File: src/rtl/atwc_cfg.svh
// constants of the two-wire converter control port
`ifndef ATWC_CFG_SVH
`define ATWC_CFG_SVH
`define ATWC_ADDR_HI 4'hA
`define ATWC_CB_START 7
`define ATWC_CB_SEL_HI 6
`define ATWC_CB_SEL_LO 4
`define ATWC_CB_RNG 3
`define ATWC_CB_BIP 2
`define ATWC_CB_PD1 1
`define ATWC_CB_PD0 0
`define ATWC_CB_RESET 8'h00
`define ATWC_CLK_HZ 100000000
`define ATWC_CONV_HZ 1560000
`define ATWC_CONV_DIV ((`ATWC_CLK_HZ) / (`ATWC_CONV_HZ))
`define ATWC_RES_BITS 12
`endif

File: src/rtl/atwc_pkg.sv
// types of the two-wire converter control port
package atwc_pkg;
   typedef enum logic [2:0] {
      ATWC_IDLE, ATWC_ADDR, ATWC_ADDR_ACK, ATWC_CTRL, ATWC_CTRL_ACK,
      ATWC_TX, ATWC_TX_ACK, ATWC_IGNORE
   } atwc_state_t;
   typedef enum logic [1:0] {
      ATWC_PWR_NORMAL, ATWC_PWR_STANDBY, ATWC_PWR_FULL
   } atwc_power_t;
endpackage

File: src/rtl/atwc_sync.sv
// three-stage synchroniser with agreement filter
`timescale 1ns/100ps
module atwc_sync (
   input wire logic clock,
   input wire logic rstn,
   input wire logic din,
   output logic dout
);
   logic s1_reg;
   logic s2_reg;
   logic s3_reg;
   always_ff @(posedge clock or negedge rstn) begin
      if (!rstn) begin
         s1_reg <= 1'b1;
         s2_reg <= 1'b1;
         s3_reg <= 1'b1;
         dout <= 1'b1;
      end else begin
         s1_reg <= din;
         s2_reg <= s1_reg;
         s3_reg <= s2_reg;
         if (s2_reg == s3_reg) begin
            dout <= s3_reg;
         end
      end
   end
endmodule // atwc_sync

File: src/rtl/atwc_sar.sv
// successive approximation sequencer
`timescale 1ns/100ps
`include "atwc_cfg.svh"
module atwc_sar #(
   parameter int RES_BITS = `ATWC_RES_BITS
) (
   input wire logic clock,
   input wire logic rstn,
   input wire logic start,
   input wire logic conv_tick,
   input wire logic comp_above,
   output logic [RES_BITS-1:0] trial,
   output logic busy,
   output logic [RES_BITS-1:0] result
);
   logic [RES_BITS-1:0] bit_reg;
   always_ff @(posedge clock or negedge rstn) begin
      if (!rstn) begin
         trial <= '0;
         bit_reg <= '0;
         busy <= 1'b0;
         result <= '0;
      end else if (start) begin
         busy <= 1'b1;
         bit_reg <= {1'b1, {(RES_BITS-1){1'b0}}};
         trial <= {1'b1, {(RES_BITS-1){1'b0}}};
      end else if (busy && conv_tick) begin
         if (bit_reg[0]) begin
            busy <= 1'b0;
            result <= comp_above ? trial : (trial & ~bit_reg);
         end else begin
            trial <= (comp_above ? trial : (trial & ~bit_reg)) | (bit_reg >> 1);
            bit_reg <= bit_reg >> 1;
         end
      end
   end
endmodule // atwc_sar

File: src/rtl/atwc_top.sv
// two-wire slave control port of the eight-channel converter
`timescale 1ns/100ps
`include "atwc_cfg.svh"
module atwc_top #(
   parameter logic [3:0] ADDR_HI = `ATWC_ADDR_HI, // value arbitrary
   parameter int RES_BITS = `ATWC_RES_BITS
) (
   input wire logic clock,
   input wire logic rstn,
   input wire logic scl_in,
   input wire logic sda_in,
   output logic sda_out,
   output logic sda_oe,
   input wire logic [2:0] addr_select_pins,
   input wire logic power_off_pin,
   input wire logic comp_above,
   output logic [RES_BITS-1:0] dac_trial,
   output logic [2:0] channel_select,
   output logic range_span,
   output logic signed_input_mode,
   output logic track_en,
   output logic conv_busy,
   output logic full_sleep_mode,
   output logic standby_sleep_mode
);
   // ==========================================
   // input synchronisers
   logic scl_s;
   logic sda_s;
   logic scl_d_reg;
   logic sda_d_reg;
   logic pwr_s;
   atwc_sync u_scl (.clock(clock), .rstn(rstn), .din(scl_in), .dout(scl_s));
   atwc_sync u_sda (.clock(clock), .rstn(rstn), .din(sda_in), .dout(sda_s));
   atwc_sync u_pwr (.clock(clock), .rstn(rstn), .din(power_off_pin), .dout(pwr_s));
   logic [2:0] addr_s;
   // one synchroniser per address pin
   for (genvar g = 0; g < 3; g++) begin : g_addr
      atwc_sync u_addr (.clock(clock), .rstn(rstn), .din(addr_select_pins[g]),
         .dout(addr_s[g]));
   end
   always_ff @(posedge clock or negedge rstn) begin
      if (!rstn) begin
         scl_d_reg <= 1'b1;
         sda_d_reg <= 1'b1;
      end else begin
         scl_d_reg <= scl_s;
         sda_d_reg <= sda_s;
      end
   end
   wire scl_rise = scl_s && !scl_d_reg;
   wire scl_fall = !scl_s && scl_d_reg;
   wire start_c = scl_s && scl_d_reg && !sda_s && sda_d_reg;
   wire stop_c = scl_s && scl_d_reg && sda_s && !sda_d_reg;

   // ==========================================
   // bus protocol engine
   atwc_pkg::atwc_state_t state_reg;
   logic [7:0] shift_reg;
   logic [3:0] bit_cnt_reg;
   logic rw_reg;
   logic byte_sel_reg;
   logic ctrl_done_reg;
   logic [7:0] input_control_byte_reg;
   logic [RES_BITS-1:0] result_reg;
   logic sar_busy;
   logic [RES_BITS-1:0] sar_result;
   logic conv_start;
   logic [15:0] tx_word;
   // high byte first, low nibble padded
   assign tx_word = {result_reg, 4'h0};

   always_ff @(posedge clock or negedge rstn) begin
      if (!rstn) begin
         shift_reg <= 8'h00;
      end else if (scl_rise) begin
         shift_reg <= {shift_reg[6:0], sda_s};
      end
   end

   always_ff @(posedge clock or negedge rstn) begin
      if (!rstn) begin
         state_reg <= atwc_pkg::ATWC_IDLE;
         bit_cnt_reg <= 4'h0;
         rw_reg <= 1'b0;
         byte_sel_reg <= 1'b0;
      end else if (start_c) begin
         state_reg <= atwc_pkg::ATWC_ADDR;
         // start's own clock fall wraps this to zero
         bit_cnt_reg <= 4'hF;
         byte_sel_reg <= 1'b0;
      end else if (stop_c) begin
         state_reg <= atwc_pkg::ATWC_IDLE;
      end else if (scl_fall) begin
         case (state_reg)
            atwc_pkg::ATWC_ADDR: begin
               if (bit_cnt_reg == 4'h7) begin
                  bit_cnt_reg <= 4'h0;
                  rw_reg <= shift_reg[0];
                  if (shift_reg[7:1] == {ADDR_HI, addr_s}) begin
                     state_reg <= atwc_pkg::ATWC_ADDR_ACK;
                  end else begin
                     state_reg <= atwc_pkg::ATWC_IGNORE;
                  end
               end else begin
                  bit_cnt_reg <= bit_cnt_reg + 4'h1;
               end
            end
            atwc_pkg::ATWC_ADDR_ACK: begin
               state_reg <= rw_reg ? atwc_pkg::ATWC_TX : atwc_pkg::ATWC_CTRL;
            end
            atwc_pkg::ATWC_CTRL: begin
               if (bit_cnt_reg == 4'h0 && !shift_reg[0]) begin
                  state_reg <= atwc_pkg::ATWC_IGNORE;
               end else if (bit_cnt_reg == 4'h7) begin
                  bit_cnt_reg <= 4'h0;
                  state_reg <= atwc_pkg::ATWC_CTRL_ACK;
               end else begin
                  bit_cnt_reg <= bit_cnt_reg + 4'h1;
               end
            end
            atwc_pkg::ATWC_CTRL_ACK: begin
               state_reg <= atwc_pkg::ATWC_IGNORE;
            end
            atwc_pkg::ATWC_TX: begin
               if (bit_cnt_reg == 4'h7) begin
                  bit_cnt_reg <= 4'h0;
                  state_reg <= atwc_pkg::ATWC_TX_ACK;
               end else begin
                  bit_cnt_reg <= bit_cnt_reg + 4'h1;
               end
            end
            atwc_pkg::ATWC_TX_ACK: begin
               // master acknowledge ignored
               if (byte_sel_reg) begin
                  state_reg <= atwc_pkg::ATWC_IGNORE;
               end else begin
                  byte_sel_reg <= 1'b1;
                  state_reg <= atwc_pkg::ATWC_TX;
               end
            end
            atwc_pkg::ATWC_IDLE, atwc_pkg::ATWC_IGNORE: begin
               state_reg <= state_reg;
            end
            default: begin
               state_reg <= atwc_pkg::ATWC_IDLE;
            end
         endcase
      end
   end

   // control byte latch, tracking and conversion request
   always_ff @(posedge clock or negedge rstn) begin
      if (!rstn) begin
         input_control_byte_reg <= `ATWC_CB_RESET;
         ctrl_done_reg <= 1'b0;
         track_en <= 1'b0;
         conv_start <= 1'b0;
      end else begin
         conv_start <= 1'b0;
         if (scl_fall && state_reg == atwc_pkg::ATWC_CTRL && bit_cnt_reg == 4'h5
             && pwr_s) begin
            track_en <= 1'b1;
         end
         if (scl_fall && state_reg == atwc_pkg::ATWC_CTRL && bit_cnt_reg == 4'h7) begin
            input_control_byte_reg <= shift_reg;
            ctrl_done_reg <= 1'b1;
         end
         if (start_c) begin
            ctrl_done_reg <= 1'b0;
         end
         if (stop_c && track_en) begin
            track_en <= 1'b0;
            conv_start <= ctrl_done_reg;
            ctrl_done_reg <= 1'b0;
         end else if (stop_c) begin
            ctrl_done_reg <= 1'b0;
         end
      end
   end

   // ==========================================
   // open-drain data driver
   // update on falling edge, cleared on start or stop
   always_ff @(posedge clock or negedge rstn) begin
      if (!rstn) begin
         sda_oe <= 1'b0;
      end else if (start_c || stop_c) begin
         sda_oe <= 1'b0;
      end else if (scl_fall) begin
         sda_oe <= 1'b0;
         if (state_reg == atwc_pkg::ATWC_ADDR && bit_cnt_reg == 4'h7
             && shift_reg[7:1] == {ADDR_HI, addr_s}) begin
            sda_oe <= 1'b1;
         end else if (state_reg == atwc_pkg::ATWC_CTRL && bit_cnt_reg == 4'h7) begin
            sda_oe <= 1'b1;
         end else if (state_reg == atwc_pkg::ATWC_ADDR_ACK && rw_reg) begin
            sda_oe <= !tx_word[15];
         end else if (state_reg == atwc_pkg::ATWC_TX && bit_cnt_reg != 4'h7) begin
            sda_oe <= !tx_word[{~byte_sel_reg, 3'h6 - bit_cnt_reg[2:0]}];
         end else if (state_reg == atwc_pkg::ATWC_TX_ACK && !byte_sel_reg) begin
            sda_oe <= !tx_word[7];
         end
      end
   end
   always_ff @(posedge clock or negedge rstn) begin
      if (!rstn) begin
         sda_out <= 1'b0;
      end else begin
         sda_out <= 1'b0;
      end
   end

   // ==========================================
   // conversion clock and converter
   // divider for conversion clock
   logic [7:0] div_reg;
   logic conv_tick;
   always_ff @(posedge clock or negedge rstn) begin
      if (!rstn) begin
         div_reg <= 8'h00;
         conv_tick <= 1'b0;
      end else if (div_reg == 8'((`ATWC_CONV_DIV) - 1)) begin
         div_reg <= 8'h00;
         conv_tick <= 1'b1;
      end else begin
         div_reg <= div_reg + 8'h01;
         conv_tick <= 1'b0;
      end
   end

   atwc_sar #(.RES_BITS(RES_BITS)) u_sar (
      .clock(clock),
      .rstn(rstn),
      .start(conv_start),
      .conv_tick(conv_tick),
      .comp_above(comp_above),
      .trial(dac_trial),
      .busy(sar_busy),
      .result(sar_result)
   );
   logic sar_busy_d_reg;
   always_ff @(posedge clock or negedge rstn) begin
      if (!rstn) begin
         sar_busy_d_reg <= 1'b0;
         result_reg <= '0;
         conv_busy <= 1'b0;
      end else begin
         sar_busy_d_reg <= sar_busy;
         conv_busy <= sar_busy || conv_start;
         if (sar_busy_d_reg && !sar_busy) begin
            result_reg <= signed_input_mode ?
               {~sar_result[RES_BITS-1], sar_result[RES_BITS-2:0]} : sar_result;
         end
      end
   end

   // ==========================================
   // mode outputs from the control byte
   always_ff @(posedge clock or negedge rstn) begin
      if (!rstn) begin
         channel_select <= 3'h0;
         range_span <= 1'b0;
         signed_input_mode <= 1'b0;
      end else begin
         channel_select <= input_control_byte_reg[`ATWC_CB_SEL_HI:`ATWC_CB_SEL_LO];
         range_span <= input_control_byte_reg[`ATWC_CB_RNG];
         signed_input_mode <= input_control_byte_reg[`ATWC_CB_BIP];
      end
   end
   always_ff @(posedge clock or negedge rstn) begin
      if (!rstn) begin
         full_sleep_mode <= 1'b0;
         standby_sleep_mode <= 1'b0;
      end else begin
         full_sleep_mode <= !pwr_s || (input_control_byte_reg[`ATWC_CB_PD1]
            && input_control_byte_reg[`ATWC_CB_PD0] && !sar_busy && !track_en);
         standby_sleep_mode <= pwr_s && input_control_byte_reg[`ATWC_CB_PD1]
            && !input_control_byte_reg[`ATWC_CB_PD0] && !sar_busy && !track_en;
      end
   end
endmodule // atwc_top

File: config.mk
export PLATFORM = sky130hd
export DESIGN_NAME = atwc_top
export DESIGN_NICKNAME = d
export VERILOG_FILES = /design/src/rtl/atwc_pkg.sv /design/src/rtl/atwc_sync.sv /design/src/rtl/atwc_sar.sv /design/src/rtl/atwc_top.sv
export VERILOG_INCLUDE_DIRS = /design/src /design/src/rtl
export SDC_FILE = /design/constraint.sdc
export NUM_CORES = 1
export LEC_CHECK = 0
export BUFFER_PORTS_ARGS = -buffer_cell sky130_fd_sc_hd__buf_2
export CELL_PAD_IN_SITES_DETAIL_PLACEMENT = 1
export CELL_PAD_IN_SITES_GLOBAL_PLACEMENT = 1
export CORE_ASPECT_RATIO = 0.8
export CORE_UTILIZATION = 52
export CTS_CLUSTER_DIAMETER = 150
export DETAILED_ROUTE_END_ITERATION = 16
export PLACE_DENSITY = 0.89
export RECOVER_POWER = 100
export SLEW_MARGIN = 20
export SYNTH_ARGS = -nofsm -noshare
export SYNTH_HDL_FRONTEND = slang
export SYNTH_SLANG_ARGS = --single-unit
File: constraint.sdc
create_clock -name clock -period 4.8 [get_ports clock]
set_input_delay 0.48 -clock clock [delete_from_list [all_inputs] [get_ports clock]]
set_output_delay 0.48 -clock clock [all_outputs]
set_load 0.02 [all_outputs]
### Word-level counts from Yosys, hierarchy flattened

Index checks and enable logic that the tools add are counted.

| storage, ports and cells | value |
|---|---|
| logic and storage cells | 202 |
| output and inout port bits | 23 |
| flip-flop bits (word level) | 121 |
| bits of input ports | 9 |

| operators by class | value |
|---|---|
| bitwise logic cells | 8 |
| $add $sub $neg | 3 |
| eq/ne operators | 25 |
| multiplexer cells | 50 |
| $lt $le $gt $ge | 1 |
| reductions and logical operators | 64 |

Operators by type and width:

| cell | number |
|---|---|
| 12-bit 2-to-1 mux | 8 |
| 1-bit logical AND | 28 |
| 3-bit 2-to-1 mux | 9 |
| 1-bit 2-to-1 mux | 23 |
| 4-bit 2-to-1 mux | 5 |
| 3-bit case mux with 6 select lines | 1 |
| 1-bit zero test | 13 |
| 12-bit AND | 1 |
| 3-bit == test, second input constant | 4 |
| 12-bit NOT | 1 |
| 12-bit by 11-bit OR with 12-bit output | 1 |
| 2-bit nonzero test | 6 |
| 5-bit AND reduction | 2 |
| 8-bit by 1-bit adder with 8-bit output, second input constant | 1 |
| 4-bit by 3-bit == test with 1-bit output, second input constant | 2 |
| 8-bit by 6-bit == test with 1-bit output, second input constant | 1 |
| 8-bit 2-to-1 mux | 1 |
| 4-bit inequality test, second input constant | 2 |
| 4-bit case mux with 2 select lines | 1 |
| 7-bit == test | 1 |
| 1-bit == test | 6 |
| 3-bit by 2-bit == test with 1-bit output, second input constant | 2 |
| 3-bit inequality test, second input constant | 2 |
| 3-bit AND reduction | 2 |
| 18 further kinds | 28 |

### Longest topological paths before layout

| logic depth | value |
|---|---|
| depth in word-level cells | 10 |
| gate-level depth with buffers | 7 |
| mapped depth without buffers | 7 |

### Hierarchy

A second synthesis with hierarchy kept.

| second synthesis, totals | value |
|---|---|
| cells, all modules | 394 |
| area total of the unflattened synthesis | 5033.6 µm² |

Modules (own cells, without submodules):

| module | area each (µm²) | instances | cells each |
|---|---|---|---|
| atwc_top | 2821.5 | 1 | 228 |
| atwc_sar | 1514.0 | 1 | 136 |
| atwc_sync | 116.4 | 6 | 5 |

### Least setup slack after synthesis

OpenSTA, ideal clock, no wires.

| timing | value |
|---|---|
| kind | register -> register |
| start point | register bit_cnt_reg[0] |
| end point | register sda_oe |
| arrival time | 1787 ps |
| data required time | 4684 ps |
| period minus slack after synthesis | 1902 ps |
| slack | 2898 ps |
| stages on the path, launching flop included | 8 |
| cell sequence | dfrtp_1 inv_1 ha_1 mux4_2 mux2_2 nand2_1 nand2_1 o311ai_0 |

| between the ends | value |
|---|---|
| longest elaborated chain between the ends | 10 |
| elaborated cells between the ends (all ways) | 16 |
| those cells by class | 1 x add/sub; 2 x eq/ne; 8 x mux; 5 x reduce/logical |

Ends and longest elaborated chain:

| element | line | source |
|---|---|---|
| start, declared | atwc_top.sv:60 | `logic [3:0] bit_cnt_reg;` |
| start signal, assigned | atwc_top.sv:106 | `bit_cnt_reg <= bit_cnt_reg + 4'h1;` |
| start signal, assigned | atwc_top.sv:119 | `bit_cnt_reg <= bit_cnt_reg + 4'h1;` |
| start signal, assigned | atwc_top.sv:130 | `bit_cnt_reg <= bit_cnt_reg + 4'h1;` |
| 3-bit subtractor | atwc_top.sv:200 | `sda_oe <= !tx_word[{~byte_sel_reg, 3'h6 - bit_cnt_reg[2:0]}];` |
| 1-bit binary-select mux with 4-bit select | atwc_top.sv:200 |  |
| 1-bit 2-to-1 mux (implied by the code) | atwc_top.sv:200 |  |
| 1-bit zero test | atwc_top.sv:200 |  |
| 1-bit 2-to-1 mux | atwc_top.sv:199 | `end else if (state_reg == atwc_pkg::ATWC_TX && bit_cnt_reg != 4'h7) begin` |
| 1-bit 2-to-1 mux | atwc_top.sv:197 | `end else if (state_reg == atwc_pkg::ATWC_ADDR_ACK && rw_reg) begin` |
| 1-bit 2-to-1 mux | atwc_top.sv:195 | `end else if (state_reg == atwc_pkg::ATWC_CTRL && bit_cnt_reg == 4'h7) begin` |
| 1-bit 2-to-1 mux (*) | atwc_top.sv:192 | `if (state_reg == atwc_pkg::ATWC_ADDR && bit_cnt_reg == 4'h7` |
| 1-bit 2-to-1 mux (*) | atwc_top.sv:190 | `end else if (scl_fall) begin` |
| 1-bit 2-to-1 mux (*) | atwc_top.sv:188 | `end else if (start_c \|\| stop_c) begin` |
| end signal, assigned | atwc_top.sv:198 | `sda_oe <= !tx_word[15];` |
| end signal, assigned | atwc_top.sv:200 |  |
| end signal, assigned | atwc_top.sv:202 | `sda_oe <= !tx_word[7];` |
| end, declared | atwc_top.sv:13 | `output logic sda_oe,` |

Mark *: on every way between the ends. The rest lies on a longest branch, timed or not. The select of a mux whose other input is x is not followed.
A chain may end at the register's enable or synchronous reset.

### Final worst setup path

| timing | value |
|---|---|
| start point | register bit_cnt_reg[0] |
| end point | register input_control_byte_reg[2] |

| between the ends | value |
|---|---|
| longest elaborated chain between the ends | 2 |

Ends and longest elaborated chain:

| element | line | source |
|---|---|---|
| 4-bit by 3-bit == test with 1-bit output | atwc_top.sv:165 | `if (scl_fall && state_reg == atwc_pkg::ATWC_CTRL && bit_cnt_reg == 4'h7) begin` |
| 1-bit logical AND | atwc_top.sv:165 |  |
| end signal, assigned | atwc_top.sv:155 | `` input_control_byte_reg <= `ATWC_CB_RESET; `` |
| end signal, assigned | atwc_top.sv:166 | `input_control_byte_reg <= shift_reg;` |
| end, declared | atwc_top.sv:64 | `logic [7:0] input_control_byte_reg;` |

No other way between the ends.

==> results.md <==
- Status: complete, but fails checks
- Failing checks: max-capacitance violations, max-slew violations
- Die area: 9880 µm²
- DRT iter0 DRCs: 186
- Minimum clock period: approximately 2.5 ns
- Final setup margin: approximately 2.3 ns
- Required time of the critical path: 5.09 ns
- Worst Path Max Fanout: 9
- Layout cells sized above 1: 0.198
- Synth top area cells: dfrtp_1 (48%), dfstp_2 (14%), mux2_2 (6.2%)
- Synth Area in Compound Gates: 0.114
- Top_reg_cell synth: dfrtp_1
- Startpoint types: flop
- Max-Cap Viols: 1
- Largest family of logic cells by synthesized area: compound AO/OA/AOI/OAI gates
- DR DRC count: 0
- FF-to-FF setup slack: 2.26 ns
- # diodes: 0
- H-Tree Depth: 4
- CTS tree: yes
- Ys Warns: 0
- Skew final: 0.0110 ns
- Cts repair resizes: 0
- Netlist Area Pre-Place: 4930 µm²
- Via/cell ratio: between 6 and 7
- Post-DRT Antenna Nets: 0
- Pwr Total: 3010 µW
- Post CTS Setup Buffer Count: 0
- Hold Vio Cnt, Final: 0
- Num ports: 32
- Reg clk slew, reported paths: 0.06 ns
- Synth top area share: 0.482
- RSZ-0062 raised after global routing: no
- Flops & latches, synth: between 100 and 150
- Row count: 31
- First-pass GRT wire length: 21000 µm
- Total Routing Usage GR: 0.288
- Via Count: roughly 3.4k
- Asr flop ratio synth: 1.00
- CTS sink cnt: 121
- Register area share after synthesis: 0.621
- Initial cell density of the core: 0.541
- Final Slew Violations: 34
- Post-Syn Instances: 407
- Min-delay worst type: input port to async pin
- Area of the multi-input gates: about 1700 µm²
- Wire length per cell: 22.9 µm
- Setup violators final: 0
- Placer Congestion: 0.813
- Post-Synth Adder-Cell Area: 0.0223
- RR Endpoint: input_control_byte_reg[2]
- F_max: approximately 400 MHz
- CP endpoint: input_control_byte_reg[2]
- P&R area growth vs syn: 15.5%
- I/O Buffers: 30
- Critical path origin: bit_cnt_reg[0]
- 1st-pass router iterations: 4
- Post-Synth XOR/XNOR Area: 0.0195
- Worst slack, placed: 2.69 ns
- Vias in the first global route: 3774
- Area after DPL: approximately 5100 µm²
- Crit share post-route: 0.529
- Core ar.: 9110 µm²
- Clk_lat worst skew: roughly 0.41 ns
- Worst r2r src: bit_cnt_reg[0]
- Largest net degree at the start of global routing: 90
- CP Capture Type: flop
- Slew @ Worst Pin: 1.84 ns
- Pwr dens: 530 nW/µm²
- Post-synth top area cell: dfrtp_1
- R2R cell count: 5
- Die width: 111 µm
- Synth unique cells: 56
- Relative slew slack: -0.228
- CTS Buf Count: 17
- Sum Neg Setup Slack: 0 ns
- CP Data Arrival Time: 2.83 ns
- Antenna violations before repair: 0
- Hold_buf cts: 0
- Nets: 454
- Total area of sequential cells: 3060 µm²
- Post-synthesis simple-gate area fraction: 0.110
- CTS Root Cell: clkbuf_16
- Die H: 89.1 µm
- Total wire length: 13100 µm
- Leak: 0.00252 µW
- Most frequent cells after synthesis: dfrtp_1 (95), nand2_1 (44), o21ai_0 (44), mux2_2 (27), dfstp_2 (26)
- # fillers: around 940
- Design Area, Final: roughly 5700 µm²
- DP Wirelength: 7180 µm
- Top-count cell post-synth: dfrtp_1
- Post-synth EDFFs: 0
- Crit Path Class: flop to flop
- VDD IR-drop max: 0.000336 V
- Multiplexer share of the synthesized area: 0.0774
- Remaining global-route overflow: 0
- Clock Path Buffers: 2
- Synthesized Nets: 420
- Mean Syn Cell Area: 12.1 µm²
==> placed cells by master, fill, tap and decap left out, types with 5 or more instances in the layout <==
cell        n
dfrtp_1    95
nand2_1    44
o21ai_0    44
clkbuf_1   25
nor2_1     23
mux2_2     23
inv_1      19
dfstp_2    19
clkbuf_16  17
nand3_1    11
a22o_1      9
o22ai_1     8
dfstp_1     7
buf_2       7
xor2_1      6
a21oi_1     6
maj3_1      6
clkinv_2    6
xnor2_1     5
nor2b_1     5
==> worst min-delay path by stage <==
stage / endpoint / slack, ns
floorplan: bit_cnt_reg[0] / 0.18
global placement: u_sda.s2_reg / 0.35
detailed placement: g_addr[0].u_addr.s2_reg / 0.35
CTS: u_sda.s1_reg / 0.15
global route: g_addr[2].u_addr.s1_reg / 0.15
finish: conv_start / 0.13
==> metrics by stage <==
stage | hold WS, ns | utilization | cells
4_1_cts | 0.154 | 0.631 | 569
2_1_floorplan | 0.184 | - | 407
3_3_place_gp | 0.346 | 0.563 | 537
6_report | 0.127 | 0.624 | 569
5_1_grt | 0.151 | 0.624 | 569
3_5_place_dp | 0.349 | 0.563 | 537
==> report_power, final <==
group / total [µW] / leakage [µW] / internal, µW / switching [µW]
sequential: 1280 / 0.00147 / 1120 / 153
clock: 1350 / 0.000307 / 880 / 473
combinational: 387 / 0.000738 / 164 / 223
==> worst max-delay path, cell delays in order, from the launching register on <==
cell and delay, ns:
dfrtp_1 0.52, ha_1 0.29, and3b_1 0.32, nand3_1 0.19
nor2_1 0.68, mux2_2 0.42
==> logic make-up after synthesis <==
logic type | after synthesis
flip-flops | 121
AND/OR/NAND/NOR | 109
AO/OA/AOI/OAI | 88
buffers and inverters | 36
multiplexers | 31
XOR/XNOR | 11
adder cells (fa/ha/maj) | 10
other | 1
==> metal layers <==
metal / GRT usage / wire length, µm / up-vias
met1: 0.363 / 5640 / 1804
li1: - / - / 1489
met4: 0.141 / 331 / 0
met5: 0 / 0 / -
met2: 0.483 / 6540 / 104
met3: 0.0651 / 545 / 28
==> layout make-up <==
class	instances	area share
Sequential cell	121	0.538
Multi-Input combinational cell	250	0.292
Clock buffer	19	0.0778
Clock inverter	13	0.0308
Tap cell	115	0.0253
Timing Repair Buffer	32	0.0240
Inverter	19	0.0125
(Power assumes the default switching activity.)
